$ cat src/inc/rgc_pkg.sv
// Behaviour
// [RULE_01] Local output bit drives a pin only when enabled, output, not remote; the code also drives it in mode 111 on link loss.
// [RULE_02] Mode x00 gives functional input; mode x10 gives high impedance.
// [RULE_03] Mode 001 drives the pin from the local output-value bit.
// [RULE_04] Mode 011 makes the pin a general-purpose input.
// [RULE_05] Mode 101 drives the remote value and keeps the last one on link loss.
// [RULE_06] Mode 111 drives the remote value, local output bit on link loss.
// [RULE_07] Output-value and mode fields read zero after reset.
// [RULE_08] Second-port select steers pin register accesses to the second port's pins.
// [RULE_09] Pin six drives its local bit when enabled and set as output.
// [RULE_10] Two-bit modes: 00 functional in, 10 high-Z, 01 output, 11 input.
// [RULE_11] Port-selected status reports the second port while select is set.
package rgc_pkg;

  // ==========================================================================
  // Register map
  localparam logic [7:0] ADDR_PIN_ONE_TWO = 8'h0E;
  localparam logic [7:0] ADDR_PIN_THREE = 8'h0F;
  localparam logic [7:0] ADDR_PIN_FIVE_SIX = 8'h10;
  localparam logic [7:0] REG_RESET = 8'h00;

  // ==========================================================================
  // Field positions
  localparam int LO_FIELD_LSB = 0;
  localparam int HI_FIELD_LSB = 4;
  localparam int FIELD_W = 4;
  localparam int OUT_BIT = 3;
  localparam int LOCAL_MODE_W = 2;

  // ==========================================================================
  // Pin modes
  localparam logic [2:0] MODE_LOCAL_OUT = 3'h1;
  localparam logic [2:0] MODE_LOCAL_IN = 3'h3;
  localparam logic [2:0] MODE_REMOTE_HOLD = 3'h5;
  localparam logic [2:0] MODE_REMOTE_DFLT = 3'h7;
  localparam logic [1:0] MODE_LO_FUNC = 2'h0;
  localparam logic [1:0] MODE_LO_TRI = 2'h2;

  // ==========================================================================
  // Pin slots: 0..2 first port remote pins, 3..4 local pins five and six,
  // 5..7 second port remote pins
  localparam int NUM_SLOTS = 8;
  localparam int SLOT_PIN_FIVE = 3;
  localparam int SLOT_PIN_SIX = 4;
  localparam int SLOT_PORT1 = 5;

  typedef struct packed {
    logic out_val;
    logic [2:0] mode;
  } rgc_pin_cfg_t;

  localparam rgc_pin_cfg_t CFG_RESET = 4'h0;

endpackage

$ cat src/hw/rgc_gpio_config.sv
`timescale 1ns/100ps
module rgc_gpio_config (
  input wire logic mclk,
  input wire logic rst_b,
  input wire logic reg_wr_en,
  input wire logic reg_rd_en,
  input wire logic [7:0] reg_addr,
  input wire logic [7:0] reg_wdata,
  output logic [7:0] reg_rdata,
  input wire logic second_port_select,
  input wire logic [1:0] link_up,
  input wire logic [5:0] remote_val,
  input wire logic [7:0] pin_i,
  output logic [7:0] pin_o,
  output logic [7:0] pin_oe,
  output logic [7:0] func_in,
  output logic [7:0] gpio_in,
  output logic link_status
);

  // ==========================================================================
  // Configuration storage, one entry per pin slot
  rgc_pkg::rgc_pin_cfg_t cfg_r [rgc_pkg::NUM_SLOTS];
  logic [7:0] reg_rdata_nxt;
  logic [2:0] base;
  logic first_r;

  // Second port select moves the remote pin bank
  assign base = second_port_select ? 3'(rgc_pkg::SLOT_PORT1) : 3'h0; // RULE_08

  always_ff @(posedge mclk or negedge rst_b) begin
    if (!rst_b) begin
      for (int i = 0; i < rgc_pkg::NUM_SLOTS; i++) begin
        cfg_r[i] <= rgc_pkg::CFG_RESET; // RULE_07
      end
    end else if (reg_wr_en) begin
      case (reg_addr)
        rgc_pkg::ADDR_PIN_ONE_TWO: begin
          cfg_r[base] <= reg_wdata[rgc_pkg::LO_FIELD_LSB +: rgc_pkg::FIELD_W]; // RULE_08
          cfg_r[base + 3'h1] <= reg_wdata[rgc_pkg::HI_FIELD_LSB +: rgc_pkg::FIELD_W];
        end
        rgc_pkg::ADDR_PIN_THREE: begin
          cfg_r[base + 3'h2] <= reg_wdata[rgc_pkg::LO_FIELD_LSB +: rgc_pkg::FIELD_W];
        end
        rgc_pkg::ADDR_PIN_FIVE_SIX: begin
          cfg_r[rgc_pkg::SLOT_PIN_FIVE] <= {reg_wdata[rgc_pkg::OUT_BIT], 1'b0,
            reg_wdata[rgc_pkg::LO_FIELD_LSB +: rgc_pkg::LOCAL_MODE_W]}; // RULE_10
          cfg_r[rgc_pkg::SLOT_PIN_SIX] <= {reg_wdata[rgc_pkg::HI_FIELD_LSB + rgc_pkg::OUT_BIT], 1'b0,
            reg_wdata[rgc_pkg::HI_FIELD_LSB +: rgc_pkg::LOCAL_MODE_W]}; // RULE_09
        end
        default: begin
        end
      endcase
    end
  end

  // ==========================================================================
  // Register read; reserved bits and unmapped addresses read zero
  always_comb begin
    reg_rdata_nxt = rgc_pkg::REG_RESET;
    case (reg_addr)
      rgc_pkg::ADDR_PIN_ONE_TWO: begin
        reg_rdata_nxt = {cfg_r[base + 3'h1], cfg_r[base]}; // RULE_08
      end
      rgc_pkg::ADDR_PIN_THREE: begin
        reg_rdata_nxt = {4'h0, cfg_r[base + 3'h2]};
      end
      rgc_pkg::ADDR_PIN_FIVE_SIX: begin
        reg_rdata_nxt = {cfg_r[rgc_pkg::SLOT_PIN_SIX].out_val, 1'b0,
          cfg_r[rgc_pkg::SLOT_PIN_SIX].mode[1:0],
          cfg_r[rgc_pkg::SLOT_PIN_FIVE].out_val, 1'b0,
          cfg_r[rgc_pkg::SLOT_PIN_FIVE].mode[1:0]};
      end
      default: begin
        reg_rdata_nxt = rgc_pkg::REG_RESET;
      end
    endcase
  end

  always_ff @(posedge mclk or negedge rst_b) begin
    if (!rst_b) begin
      reg_rdata <= rgc_pkg::REG_RESET;
    end else if (reg_rd_en) begin
      reg_rdata <= reg_rdata_nxt;
    end
  end

  // ==========================================================================
  // Port-selected link status
  always_ff @(posedge mclk or negedge rst_b) begin
    if (!rst_b) begin
      link_status <= 1'b0;
    end else begin
      link_status <= second_port_select ? link_up[1] : link_up[0]; // RULE_11
    end
  end

  // ==========================================================================
  // Pin cells
  for (genvar g = 0; g < rgc_pkg::NUM_SLOTS; g++) begin : g_pin
    localparam bit IS_REMOTE = (g < rgc_pkg::SLOT_PIN_FIVE) || (g >= rgc_pkg::SLOT_PORT1);
    localparam int PORT = (g >= rgc_pkg::SLOT_PORT1) ? 1 : 0;
    localparam int RIDX = (g >= rgc_pkg::SLOT_PORT1) ? g - 2 : (IS_REMOTE ? g : 0);
    logic rval;
    logic lnk;
    assign rval = IS_REMOTE ? remote_val[RIDX] : 1'b0;
    assign lnk = IS_REMOTE ? link_up[PORT] : 1'b0;
    rgc_pin_cell #(
      .REMOTE(IS_REMOTE)
    ) u_cell (
      .mclk(mclk),
      .rst_b(rst_b),
      .cfg(cfg_r[g]),
      .remote_val(rval),
      .link_up(lnk),
      .pin_i(pin_i[g]),
      .pin_o(pin_o[g]),
      .pin_oe(pin_oe[g]),
      .func_in(func_in[g]),
      .gpio_in(gpio_in[g])
    );
  end

  // ==========================================================================
  // Checks
  always_ff @(posedge mclk or negedge rst_b) begin
    if (!rst_b) begin
      first_r <= 1'b1;
    end else begin
      first_r <= 1'b0;
    end
  end

  property p_reset_zero;
    @(posedge mclk) disable iff (!rst_b)
    first_r |-> (cfg_r[0] == 4'h0 && cfg_r[1] == 4'h0 && cfg_r[2] == 4'h0 && cfg_r[3] == 4'h0
      && cfg_r[4] == 4'h0 && cfg_r[5] == 4'h0 && cfg_r[6] == 4'h0 && cfg_r[7] == 4'h0);
  endproperty
  a_reset_zero: assert property (p_reset_zero) else $error("configuration not zero after reset"); // RULE_07

  property p_port_steer;
    @(posedge mclk) disable iff (!rst_b)
    (reg_wr_en && second_port_select && reg_addr == rgc_pkg::ADDR_PIN_THREE)
      |=> (cfg_r[7] == $past(reg_wdata[3:0]) && $stable(cfg_r[2]));
  endproperty
  a_port_steer: assert property (p_port_steer) else $error("second port write misdirected"); // RULE_08

  property p_pin_six;
    @(posedge mclk) disable iff (!rst_b)
    (reg_wr_en && reg_addr == rgc_pkg::ADDR_PIN_FIVE_SIX && reg_wdata[5:4] == 2'h1)
      ##1 !(reg_wr_en && reg_addr == rgc_pkg::ADDR_PIN_FIVE_SIX)
      |=> (pin_oe[4] && pin_o[4] == $past(reg_wdata[7], 2));
  endproperty
  a_pin_six: assert property (p_pin_six) else $error("pin six local output not driven"); // RULE_09

  property p_link_status;
    @(posedge mclk) disable iff (!rst_b)
    $stable(second_port_select) && second_port_select |=> link_status == $past(link_up[1]);
  endproperty
  a_link_status: assert property (p_link_status) else $error("status not from second port"); // RULE_11

  property p_link_status_first;
    @(posedge mclk) disable iff (!rst_b)
    $stable(second_port_select) && !second_port_select
      |=> link_status == $past(link_up[0]);
  endproperty
  a_link_status_first: assert property (p_link_status_first) else $error("status not from first port"); // RULE_11

  // ==========================================================================
  // Port steering checks
  property p_pair_steer;
    @(posedge mclk) disable iff (!rst_b)
    (reg_wr_en && second_port_select && reg_addr == rgc_pkg::ADDR_PIN_ONE_TWO)
      |=> (cfg_r[5] == $past(reg_wdata[3:0]) && cfg_r[6] == $past(reg_wdata[7:4])
      && $stable(cfg_r[0]) && $stable(cfg_r[1]));
  endproperty
  a_pair_steer: assert property (p_pair_steer) else $error("second port pair write misdirected"); // RULE_08

  property p_first_steer;
    @(posedge mclk) disable iff (!rst_b)
    (reg_wr_en && !second_port_select && reg_addr == rgc_pkg::ADDR_PIN_THREE)
      |=> (cfg_r[2] == $past(reg_wdata[3:0]) && $stable(cfg_r[7]));
  endproperty
  a_first_steer: assert property (p_first_steer) else $error("first port write misdirected"); // RULE_08

  property p_pair_read;
    @(posedge mclk) disable iff (!rst_b)
    (reg_rd_en && second_port_select && reg_addr == rgc_pkg::ADDR_PIN_ONE_TWO)
      |=> reg_rdata == {$past(cfg_r[6]), $past(cfg_r[5])};
  endproperty
  a_pair_read: assert property (p_pair_read) else $error("second port pair read misdirected"); // RULE_08

  property p_three_read_first;
    @(posedge mclk) disable iff (!rst_b)
    (reg_rd_en && !second_port_select && reg_addr == rgc_pkg::ADDR_PIN_THREE)
      |=> reg_rdata == {4'h0, $past(cfg_r[2])};
  endproperty
  a_three_read_first: assert property (p_three_read_first) else $error("first port read misdirected"); // RULE_08

  property p_three_read_second;
    @(posedge mclk) disable iff (!rst_b)
    (reg_rd_en && second_port_select && reg_addr == rgc_pkg::ADDR_PIN_THREE)
      |=> reg_rdata == {4'h0, $past(cfg_r[7])};
  endproperty
  a_three_read_second: assert property (p_three_read_second) else $error("second port read misdirected"); // RULE_08

  // ==========================================================================
  // Pins five and six checks
  property p_local_mode;
    @(posedge mclk) disable iff (!rst_b)
    (reg_wr_en && reg_addr == rgc_pkg::ADDR_PIN_FIVE_SIX)
      |=> (!cfg_r[3].mode[2] && !cfg_r[4].mode[2] && $stable(cfg_r[0]) && $stable(cfg_r[5]));
  endproperty
  a_local_mode: assert property (p_local_mode) else $error("local pin write reached a remote mode"); // RULE_10

  property p_reserved_read;
    @(posedge mclk) disable iff (!rst_b)
    (reg_rd_en && reg_addr == rgc_pkg::ADDR_PIN_FIVE_SIX) |=> (!reg_rdata[6] && !reg_rdata[2]);
  endproperty
  a_reserved_read: assert property (p_reserved_read) else $error("reserved bit reads one"); // RULE_10

  property p_pin_five;
    @(posedge mclk) disable iff (!rst_b)
    (reg_wr_en && reg_addr == rgc_pkg::ADDR_PIN_FIVE_SIX && reg_wdata[1:0] == 2'h1)
      ##1 !(reg_wr_en && reg_addr == rgc_pkg::ADDR_PIN_FIVE_SIX)
      |=> (pin_oe[3] && pin_o[3] == $past(reg_wdata[3], 2));
  endproperty
  a_pin_five: assert property (p_pin_five) else $error("pin five local output not driven"); // RULE_10

  property p_six_drive;
    @(posedge mclk) disable iff (!rst_b)
    pin_oe[4] |-> pin_o[4] == $past(cfg_r[4].out_val);
  endproperty
  a_six_drive: assert property (p_six_drive) else $error("pin six drives other than its local bit"); // RULE_09

endmodule

$ cat src/hw/rgc_pin_cell.sv
`timescale 1ns/100ps
module rgc_pin_cell #(
  parameter bit REMOTE = 1'b1
) (
  input wire logic mclk,
  input wire logic rst_b,
  input wire rgc_pkg::rgc_pin_cfg_t cfg,
  input wire logic remote_val,
  input wire logic link_up,
  input wire logic pin_i,
  output logic pin_o,
  output logic pin_oe,
  output logic func_in,
  output logic gpio_in
);

  // ==========================================================================
  // Pin input synchroniser
  logic sync1_r;
  logic sync2_r;
  logic sync3_r;
  logic pin_lvl_r;
  logic held_r;
  logic [2:0] mode;
  logic drv_nxt;
  logic oe_nxt;

  always_ff @(posedge mclk or negedge rst_b) begin
    if (!rst_b) begin
      sync1_r <= 1'b0;
      sync2_r <= 1'b0;
      sync3_r <= 1'b0;
    end else begin
      sync1_r <= pin_i;
      sync2_r <= sync1_r;
      sync3_r <= sync2_r;
    end
  end

  always_ff @(posedge mclk or negedge rst_b) begin
    if (!rst_b) begin
      pin_lvl_r <= 1'b0;
    end else if (sync2_r == sync3_r) begin
      pin_lvl_r <= sync3_r;
    end
  end

  // ==========================================================================
  // Last remote value, frozen while the link is down
  always_ff @(posedge mclk or negedge rst_b) begin
    if (!rst_b) begin
      held_r <= 1'b0;
    end else if (link_up) begin
      held_r <= remote_val; // RULE_05
    end
  end

  // ==========================================================================
  // Mode decode
  assign mode = REMOTE ? cfg.mode : {1'b0, cfg.mode[1:0]}; // RULE_10

  always_comb begin
    drv_nxt = 1'b0;
    oe_nxt = 1'b0;
    case (mode)
      rgc_pkg::MODE_LOCAL_OUT: begin
        drv_nxt = cfg.out_val; // RULE_01 RULE_03 RULE_09
        oe_nxt = 1'b1;
      end
      rgc_pkg::MODE_REMOTE_HOLD: begin
        drv_nxt = link_up ? remote_val : held_r; // RULE_05
        oe_nxt = 1'b1;
      end
      rgc_pkg::MODE_REMOTE_DFLT: begin
        drv_nxt = link_up ? remote_val : cfg.out_val; // RULE_06
        oe_nxt = 1'b1;
      end
      default: begin
        drv_nxt = 1'b0; // RULE_02 RULE_04
        oe_nxt = 1'b0;
      end
    endcase
  end

  always_ff @(posedge mclk or negedge rst_b) begin
    if (!rst_b) begin
      pin_o <= 1'b0;
      pin_oe <= 1'b0;
    end else begin
      pin_o <= drv_nxt;
      pin_oe <= oe_nxt;
    end
  end

  always_ff @(posedge mclk or negedge rst_b) begin
    if (!rst_b) begin
      func_in <= 1'b0;
      gpio_in <= 1'b0;
    end else begin
      func_in <= (mode[1:0] == rgc_pkg::MODE_LO_FUNC) ? pin_lvl_r : 1'b0; // RULE_02
      gpio_in <= (mode == rgc_pkg::MODE_LOCAL_IN) ? pin_lvl_r : 1'b0; // RULE_04
    end
  end

  // ==========================================================================
  // Checks
  property p_local_out;
    @(posedge mclk) disable iff (!rst_b)
    (mode == rgc_pkg::MODE_LOCAL_OUT) |=> (pin_oe && pin_o == $past(cfg.out_val));
  endproperty
  a_local_out: assert property (p_local_out) else $error("local output not driven"); // RULE_03

  property p_tristate;
    @(posedge mclk) disable iff (!rst_b)
    (mode[1:0] == rgc_pkg::MODE_LO_TRI) |=> !pin_oe;
  endproperty
  a_tristate: assert property (p_tristate) else $error("pin driven in high impedance mode"); // RULE_02

  property p_input;
    @(posedge mclk) disable iff (!rst_b)
    (mode == rgc_pkg::MODE_LOCAL_IN) [*2] |=> (!pin_oe && gpio_in == $past(pin_lvl_r));
  endproperty
  a_input: assert property (p_input) else $error("input mode drives pin or loses level"); // RULE_04

  property p_hold;
    @(posedge mclk) disable iff (!rst_b)
    (mode == rgc_pkg::MODE_REMOTE_HOLD && !link_up) ##1
    (mode == rgc_pkg::MODE_REMOTE_HOLD && !link_up) |=> (pin_o == $past(pin_o));
  endproperty
  a_hold: assert property (p_hold) else $error("hold mode changed value on link loss"); // RULE_05

  property p_remote;
    @(posedge mclk) disable iff (!rst_b)
    (mode[0] && mode[2] && link_up) |=> (pin_oe && pin_o == $past(remote_val));
  endproperty
  a_remote: assert property (p_remote) else $error("remote value not driven"); // RULE_05

  property p_default;
    @(posedge mclk) disable iff (!rst_b)
    (mode == rgc_pkg::MODE_REMOTE_DFLT && !link_up) |=> (pin_o == $past(cfg.out_val));
  endproperty
  a_default: assert property (p_default) else $error("default value not used on link loss"); // RULE_06

  property p_local_only;
    @(posedge mclk) disable iff (!rst_b)
    pin_oe && !$past(mode[2]) |-> pin_o == $past(cfg.out_val);
  endproperty
  a_local_only: assert property (p_local_only) else $error("local bit not on driven pin"); // RULE_01

endmodule

$ cat config.mk
export PLATFORM = sky130hd
export DESIGN_NAME = rgc_gpio_config
export DESIGN_NICKNAME = d
export VERILOG_FILES = /design/src/inc/rgc_pkg.sv /design/src/hw/rgc_gpio_config.sv /design/src/hw/rgc_pin_cell.sv
export SDC_FILE = /design/constraint.sdc
export NUM_CORES = 1
export LEC_CHECK = 0
export ABC_AREA = 0
export BUFFER_PORTS_ARGS = -buffer_cell sky130_fd_sc_hd__buf_2
export CORE_UTILIZATION = 62
export CTS_BUF_LIST = sky130_fd_sc_hd__clkbuf_8
export CTS_CLUSTER_DIAMETER = 120
export DETAILED_ROUTE_END_ITERATION = 8
export PLACE_DENSITY_LB_ADDON = 0.08
export SETUP_SLACK_MARGIN = 0.15
export SYNTH_ARGS = -nofsm -noshare
export SYNTH_HDL_FRONTEND = slang
export SYNTH_SLANG_ARGS = --single-unit
$ cat constraint.sdc
create_clock -name mclk -period 2.15 [get_ports mclk]
set_clock_uncertainty 0.2 [all_clocks]
set_input_delay 0 -clock mclk [delete_from_list [all_inputs] [get_ports mclk]]
set_output_delay 0 -clock mclk [all_outputs]
set_load 0.02 [all_outputs]
### Word level (Yosys, flattened, before mapping)

Cells that the tools add are included.

* register bits: 111
* input port bits: 37
* output and inout port bits: 41
* logic and storage cells: 227

* add/subtract/negate cells: 2
* magnitude comparators: 6
* equality and inequality tests: 39
* muxes and demuxes: 68
* bitwise gates (word level): 3
* reduce and logical (&&, ||, !) cells: 21

Operators by type and width (count)
* $bwmux W32: 3
* $pmux W12 S2: 2
* $pmux W8 S3: 2
* $mux W1: 39
* $bmux W4 S3: 3
* $demux W4 S3: 3
* $eq A3 B3 Y1 const B: 12
* $mux W4: 9
* $eq A3 B1 Y1 const B: 6
* $eq A3 B2 Y1 const B: 6
* $pmux W1 S3: 6
* $reduce_or A3 Y1: 6
* $eq A8 B4 Y1 const B: 2
* $logic_not A2 Y1: 8
* $ge A4 B4 Y1 const B: 3
* $lt A4 B1 Y1 const B: 3
* $not A3 Y4: 3
* $eq A1 B1 Y1: 8
* $eq A8 B5 Y1 const B: 1
* $eq A2 B1 Y1 const B: 2
* $eq A2 B2 Y1 const B: 2
* $reduce_and A2 Y1: 2
* $add A3 B1 Y3 const B: 1
* $add A3 B2 Y3 const B: 1
* 4 further kinds: 6

### Depth between registers and ports, before layout

* depth after elaboration: 9
* gate-level depth with buffers: 6
* mapped depth without buffers: 4

### Modules after synthesis

Synthesis repeated with hierarchy kept, for this count alone.

* cell total of the unflattened synthesis: 288
* area, all modules: 4296.6 sq um

Modules (own cells, without submodules)
* rgc_gpio_config: instances 1, cells an instance 136, area an instance 1904.3 sq um, seq. area each 1026.0 sq um
* rgc_pin_cell (g_pin[0].u_cell ...): instances 6, cells an instance 21, area an instance 316.6 sq um, seq. area each 225.2 sq um
* rgc_pin_cell (g_pin[3].u_cell ...): instances 2, cells an instance 13, area an instance 246.5 sq um, seq. area each 200.2 sq um

### Worst setup path after synthesis

Ideal clock, no wire load.

* kind: in2reg
* from: input port reg_addr[5]
* to: register cfg_r[10] (netlist name)
* setup time: 125 ps
* arrival time: 1447 ps
* data required time: 1825 ps
* slack: 378 ps
* stages: 6
* path buffers: 2
* cell sequence: or4_1 > buf_4 > nor2_8 > and4b_1 > buf_6 > mux2_4

* word-level cells in the longest chain between the ends: 3
* elaborated cells between the ends (all ways): 5
* classes of those cells: 2 x eq/ne; 1 x mux; 2 x reduce/logical

Ends and longest elaborated chain
* start: declaration: RTL line rgc_gpio_config.sv:7 `input wire logic [7:0] reg_addr,`
* $eq A8 B4 Y1: RTL line rgc_gpio_config.sv:37 `case (reg_addr)`
* $reduce_bool A2 Y1 (no source line)
* $reduce_and A2 Y1 (no source line)
* end signal: indexed assignment: RTL line rgc_gpio_config.sv:39 `cfg_r[base] <= reg_wdata[rgc_pkg::LO_FIELD_LSB +: rgc_pkg::FIELD_W];`
* end signal: indexed assignment: RTL line rgc_gpio_config.sv:40 `cfg_r[base + 3'h1] <= reg_wdata[rgc_pkg::HI_FIELD_LSB +: rgc_pkg::FIELD_W];`
* end signal: indexed assignment: RTL line rgc_gpio_config.sv:43 `cfg_r[base + 3'h2] <= reg_wdata[rgc_pkg::LO_FIELD_LSB +: rgc_pkg::FIELD_W];`
* end: declaration: RTL line rgc_gpio_config.sv:23 `rgc_pkg::rgc_pin_cfg_t cfg_r [rgc_pkg::NUM_SLOTS];`

Parallel ways exist; a longest one is shown, timed or not.
A chain may end at the register's enable or synchronous reset.

### Final worst setup path

* from: input port link_up[0]
* to: register g_pin[2].u_cell.held_r

* word-level cells in the longest chain between the ends: 1

Ends and longest elaborated chain
* start: declaration: RTL line rgc_gpio_config.sv:11 `input wire logic [1:0] link_up,`
* $mux W1
* end signal: assignment: RTL line rgc_pin_cell.sv:54 `held_r <= remote_val;`
* end: declaration: RTL line rgc_pin_cell.sv:23 `logic held_r;`

Every way passes these cells.

==> metrics.md <==
| Metric | Value |
|---|---|
| Outcome | `complete, no violations` |
| Largest stage delay, worst path | `580 ps` |
| CTS Buffer Depth | `2` |
| CP most frequent cell | `dlygate4sd3_1` |
| Yosys cell types | `38` |
| Clock sink count | `109` |
| Initial antenna violation count | `0` |
| I/O pin count | `78` |
| Synth top area share | `61.62%` |
| First-pass GRT wire length | `13760 um` |
| WP buf/inv | `4` |
| Routed vias | `2799` |
| Initial core utilization | `64.80%` |
| HP Class | `in -> async` |
| P&R area growth vs syn | `22.24%` |
| Worst path cell trace | `dlygate4sd3_1, buf_6, nand2_1, dlygate4sd3_1, o21ai_0, dlygate4sd3_1` |
| Synth Warn # | `0` |
| # Post-CTS Setup Buffers | `0` |
| Inserted Diodes | `0` |
| Critical Path RT | `2200 ps` |
| Worst setup EP type | `flip-flop` |
| Largest net degree at the start of global routing | `110` |
| Antenna viol nets, final | `0` |
| Final core area utilization | `79.21%` |
| Crit path DAT | `2000 ps` |
| Minimum clock period | `1951 ps` |
| CP startpoint kind | `input pin` |
| Power, Total | `3.839 mW` |
| Pwr dens | `709.4 nW/um^2` |
| Syn Nets | `366` |
| Core Region | `6832 um^2` |
| Hold Fails Final Rpt | `0` |
| Total gr overflow | `0` |
| DP Wirelength | `5276 um` |
| Netlist Area Pre-Place | `4427 um^2` |
| Share of the yosys chip area belonging to registers | `61.62%` |
| Fmax | `512.6 MHz` |
| DIE AREA | `7482 um^2` |
| EDFF count, synth | `0` |
| Clk Latency, worst-skew pair | `360 ps` |
| Worst Tran Pin Value | `546.6 ps` |
| Asr flop ratio synth | `100.0%` |
| RSZ-0062 raised after global routing | `yes` |
| Vias in the first global route | `2843` |
| Via/cell ratio | `5.271` |
| Final WL | `8338 um` |
| Clk pin slew, worst setup/hold paths | `90 ps` |
| Clock root cell | `clkbuf_8` |
| Main synth FF type | `dfrtp_1` |
| Mapped Avg Cell Area | `13.46 um^2` |
| Period Utilization, post-route | `90.73%` |
| Max-Cap Viols | `0` |
| Critical path class | `in -> reg` |
| Worst VDD drop | `424.2 uV` |
| Routability cong. | `0.8029` |
| Layout cells sized above 1 | `32.18%` |
| Slew headroom | `63.56%` |
| Hold Slack | `47.13 ps` |
| Final TNS setup | `0 ps` |
| Tot GR Track Use | `24.81%` |
| Static leakage | `2.611 nW` |
| Max-slew violation count | `0` |
| Num rows | `30` |
| Register area | `2728 um^2` |
| Multi-input logic area | `1358 um^2` |
| Post-Syn Instances | `329` |
| Clock H-tree levels | `3` |
| #FFs+latches synth | `109` |
| Total CTS buffers | `9` |
| Die X | `86.50 um` |
| Die Ht | `86.50 um` |
| Drt first pass iters | `4` |
| Nets | `467` |
| Final setup violation count | `0` |
| DRC | `0` |
| CP max-delay cell | `dlygate4sd3_1` |
| Port Buffers | `77` |
| Dominant delay contributor by cell family on the critical path | `buffers and inverters` |
| Top post-synthesis cells by area | `dfrtp_1, mux2_2, buf_4, mux2_4, maj3_1` |
| CTS tree | `done` |
| Largest area contributor in the netlist | `dfrtp_1` |
| Crit Path Max Fanout | `11` |
| Drt initial violations | `142` |
| Avg WL per Cell | `15.70 um` |
| Fill cells | `437` |
[through the flow]
step                setup slack, ps  cells  instance area, um^2
global route                  160.3    531                 5411
CTS                           213.3    531                 5398
finish                        199.3    531                 5411
global placement              171.8    467                 4702
floorplan                     377.9    329                 4427
detailed placement            145.1    467                 4702
[tightest hold or removal path: stages]
cell and delay (ps):
dlygate4sd3_1 530, buf_4 110, buf_12 410
[kinds of logic after synthesis]
family / after synthesis / synth area share [%]
flops: 109 / 61.62
fa+ha+maj: 8 / 1.809
compound gates: 46 / 6.727
buf+inv: 57 / 7.829
mux: 44 / 11.93
simple gates: 65 / 10.09
[cell usage in the layout (no fill, tap or decap), drive strengths merged]
master       instances
a32oi                3
nand3b               2
nor2                 5
a21oi                4
and3                 2
mux2                36
nor2b                8
and4b                1
or4                  1
nand3                4
nor4                 1
clkinvlp             2
or4b                 1
mux4                 1
a22oi               10
nand4                1
nor3b               10
bufinv               2
a21boi               6
and2                 2
o31a                 3
clkbuf               9
maj3                 8
mux2i                7
o22ai                4
buf                 82
and4                 6
nand2               13
inv                 20
dfrtp              109
nor3                 2
nand2b               5
o21ai               16
nand4b               1
dlygate4sd3         48
[cell usage after synthesis, types with 2 or more instances]
| cell type | n |
|---|---|
| dfrtp_1 | 109 |
| buf_4 | 33 |
| mux2_2 | 28 |
| inv_1 | 17 |
| o21ai_0 | 16 |
| nand2_1 | 11 |
| a22oi_1 | 10 |
| nor3b_1 | 9 |
| maj3_1 | 8 |
| mux2_4 | 8 |
| nor2b_1 | 8 |
| mux2i_1 | 7 |
| a21boi_0 | 6 |
| and4_1 | 6 |
| clkbuf_1 | 5 |
| nand2b_1 | 5 |
| a21oi_1 | 4 |
| nand3_1 | 4 |
| nor2_1 | 4 |
| o22ai_1 | 4 |
| a32oi_1 | 3 |
| o31a_1 | 3 |
| and2_1 | 2 |
| and3_1 | 2 |
| nand2_2 | 2 |
| nand3b_1 | 2 |
| nor3_1 | 2 |
[power by group]
group | switching, mW | internal (mW) | total, mW
Sequential | 0.0556 | 2.14 | 2.19
Clock | 0.649 | 0.652 | 1.30
Combinational | 0.172 | 0.175 | 0.347
[final cells by class]
class | count | area share (%)
sequential | 109 | 50.40
timing repair buffer | 130 | 17.13
multi-input combinational | 163 | 25.09
tap | 96 | 2.220
clock inverter | 7 | 1.688
inverter | 17 | 1.179
clock buffer | 9 | 2.289
[flip-flops by register name, indices dropped and copies added (netlist names)]
signal	count
g_pin.u_cell.sync1_r	8
reg_rdata	8
g_pin.u_cell.func_in	8
g_pin.u_cell.pin_lvl_r	8
g_pin.u_cell.pin_oe	8
cfg_r	30
g_pin.u_cell.sync3_r	8
g_pin.u_cell.pin_o	8
link_status	1
g_pin.u_cell.held_r	6
g_pin.u_cell.sync2_r	8
g_pin.u_cell.gpio_in	8
[path summary, 6_finish.rpt]
path	start	end	slack [ps]	cells after the start
max	link_up[0]	g_pin[2].u_cell.held_r	200	6
min	rst_b	g_pin[6].u_cell.sync2_r	50	3
max reg2reg	cfg_r[2]	reg_rdata[2]	690	3
min reg2reg	g_pin[6].u_cell.sync1_r	g_pin[6].u_cell.sync2_r	160	0
max in group asynchronous	rst_b	g_pin[2].u_cell.gpio_in	1300	3
min in group mclk	pin_i[7]	g_pin[7].u_cell.sync1_r	70	2
[timing repair]
item                                    in CTS  in global routing
endpoints found under the setup margin       0                  8
hold endpoints to repair                   168                  0
gates resized for setup                      0                  6
hold buffers                                48                  0
[metal layers]
metal | routed length [um] | global-route usage (%)
met1 | 3682 | 33.29
met2 | 4115 | 40.26
met3 | 403 | 5.810
met4 | 136 | 8.485
met5 | 0 | 0
No activity file was read; power rests on OpenSTA's default activity.
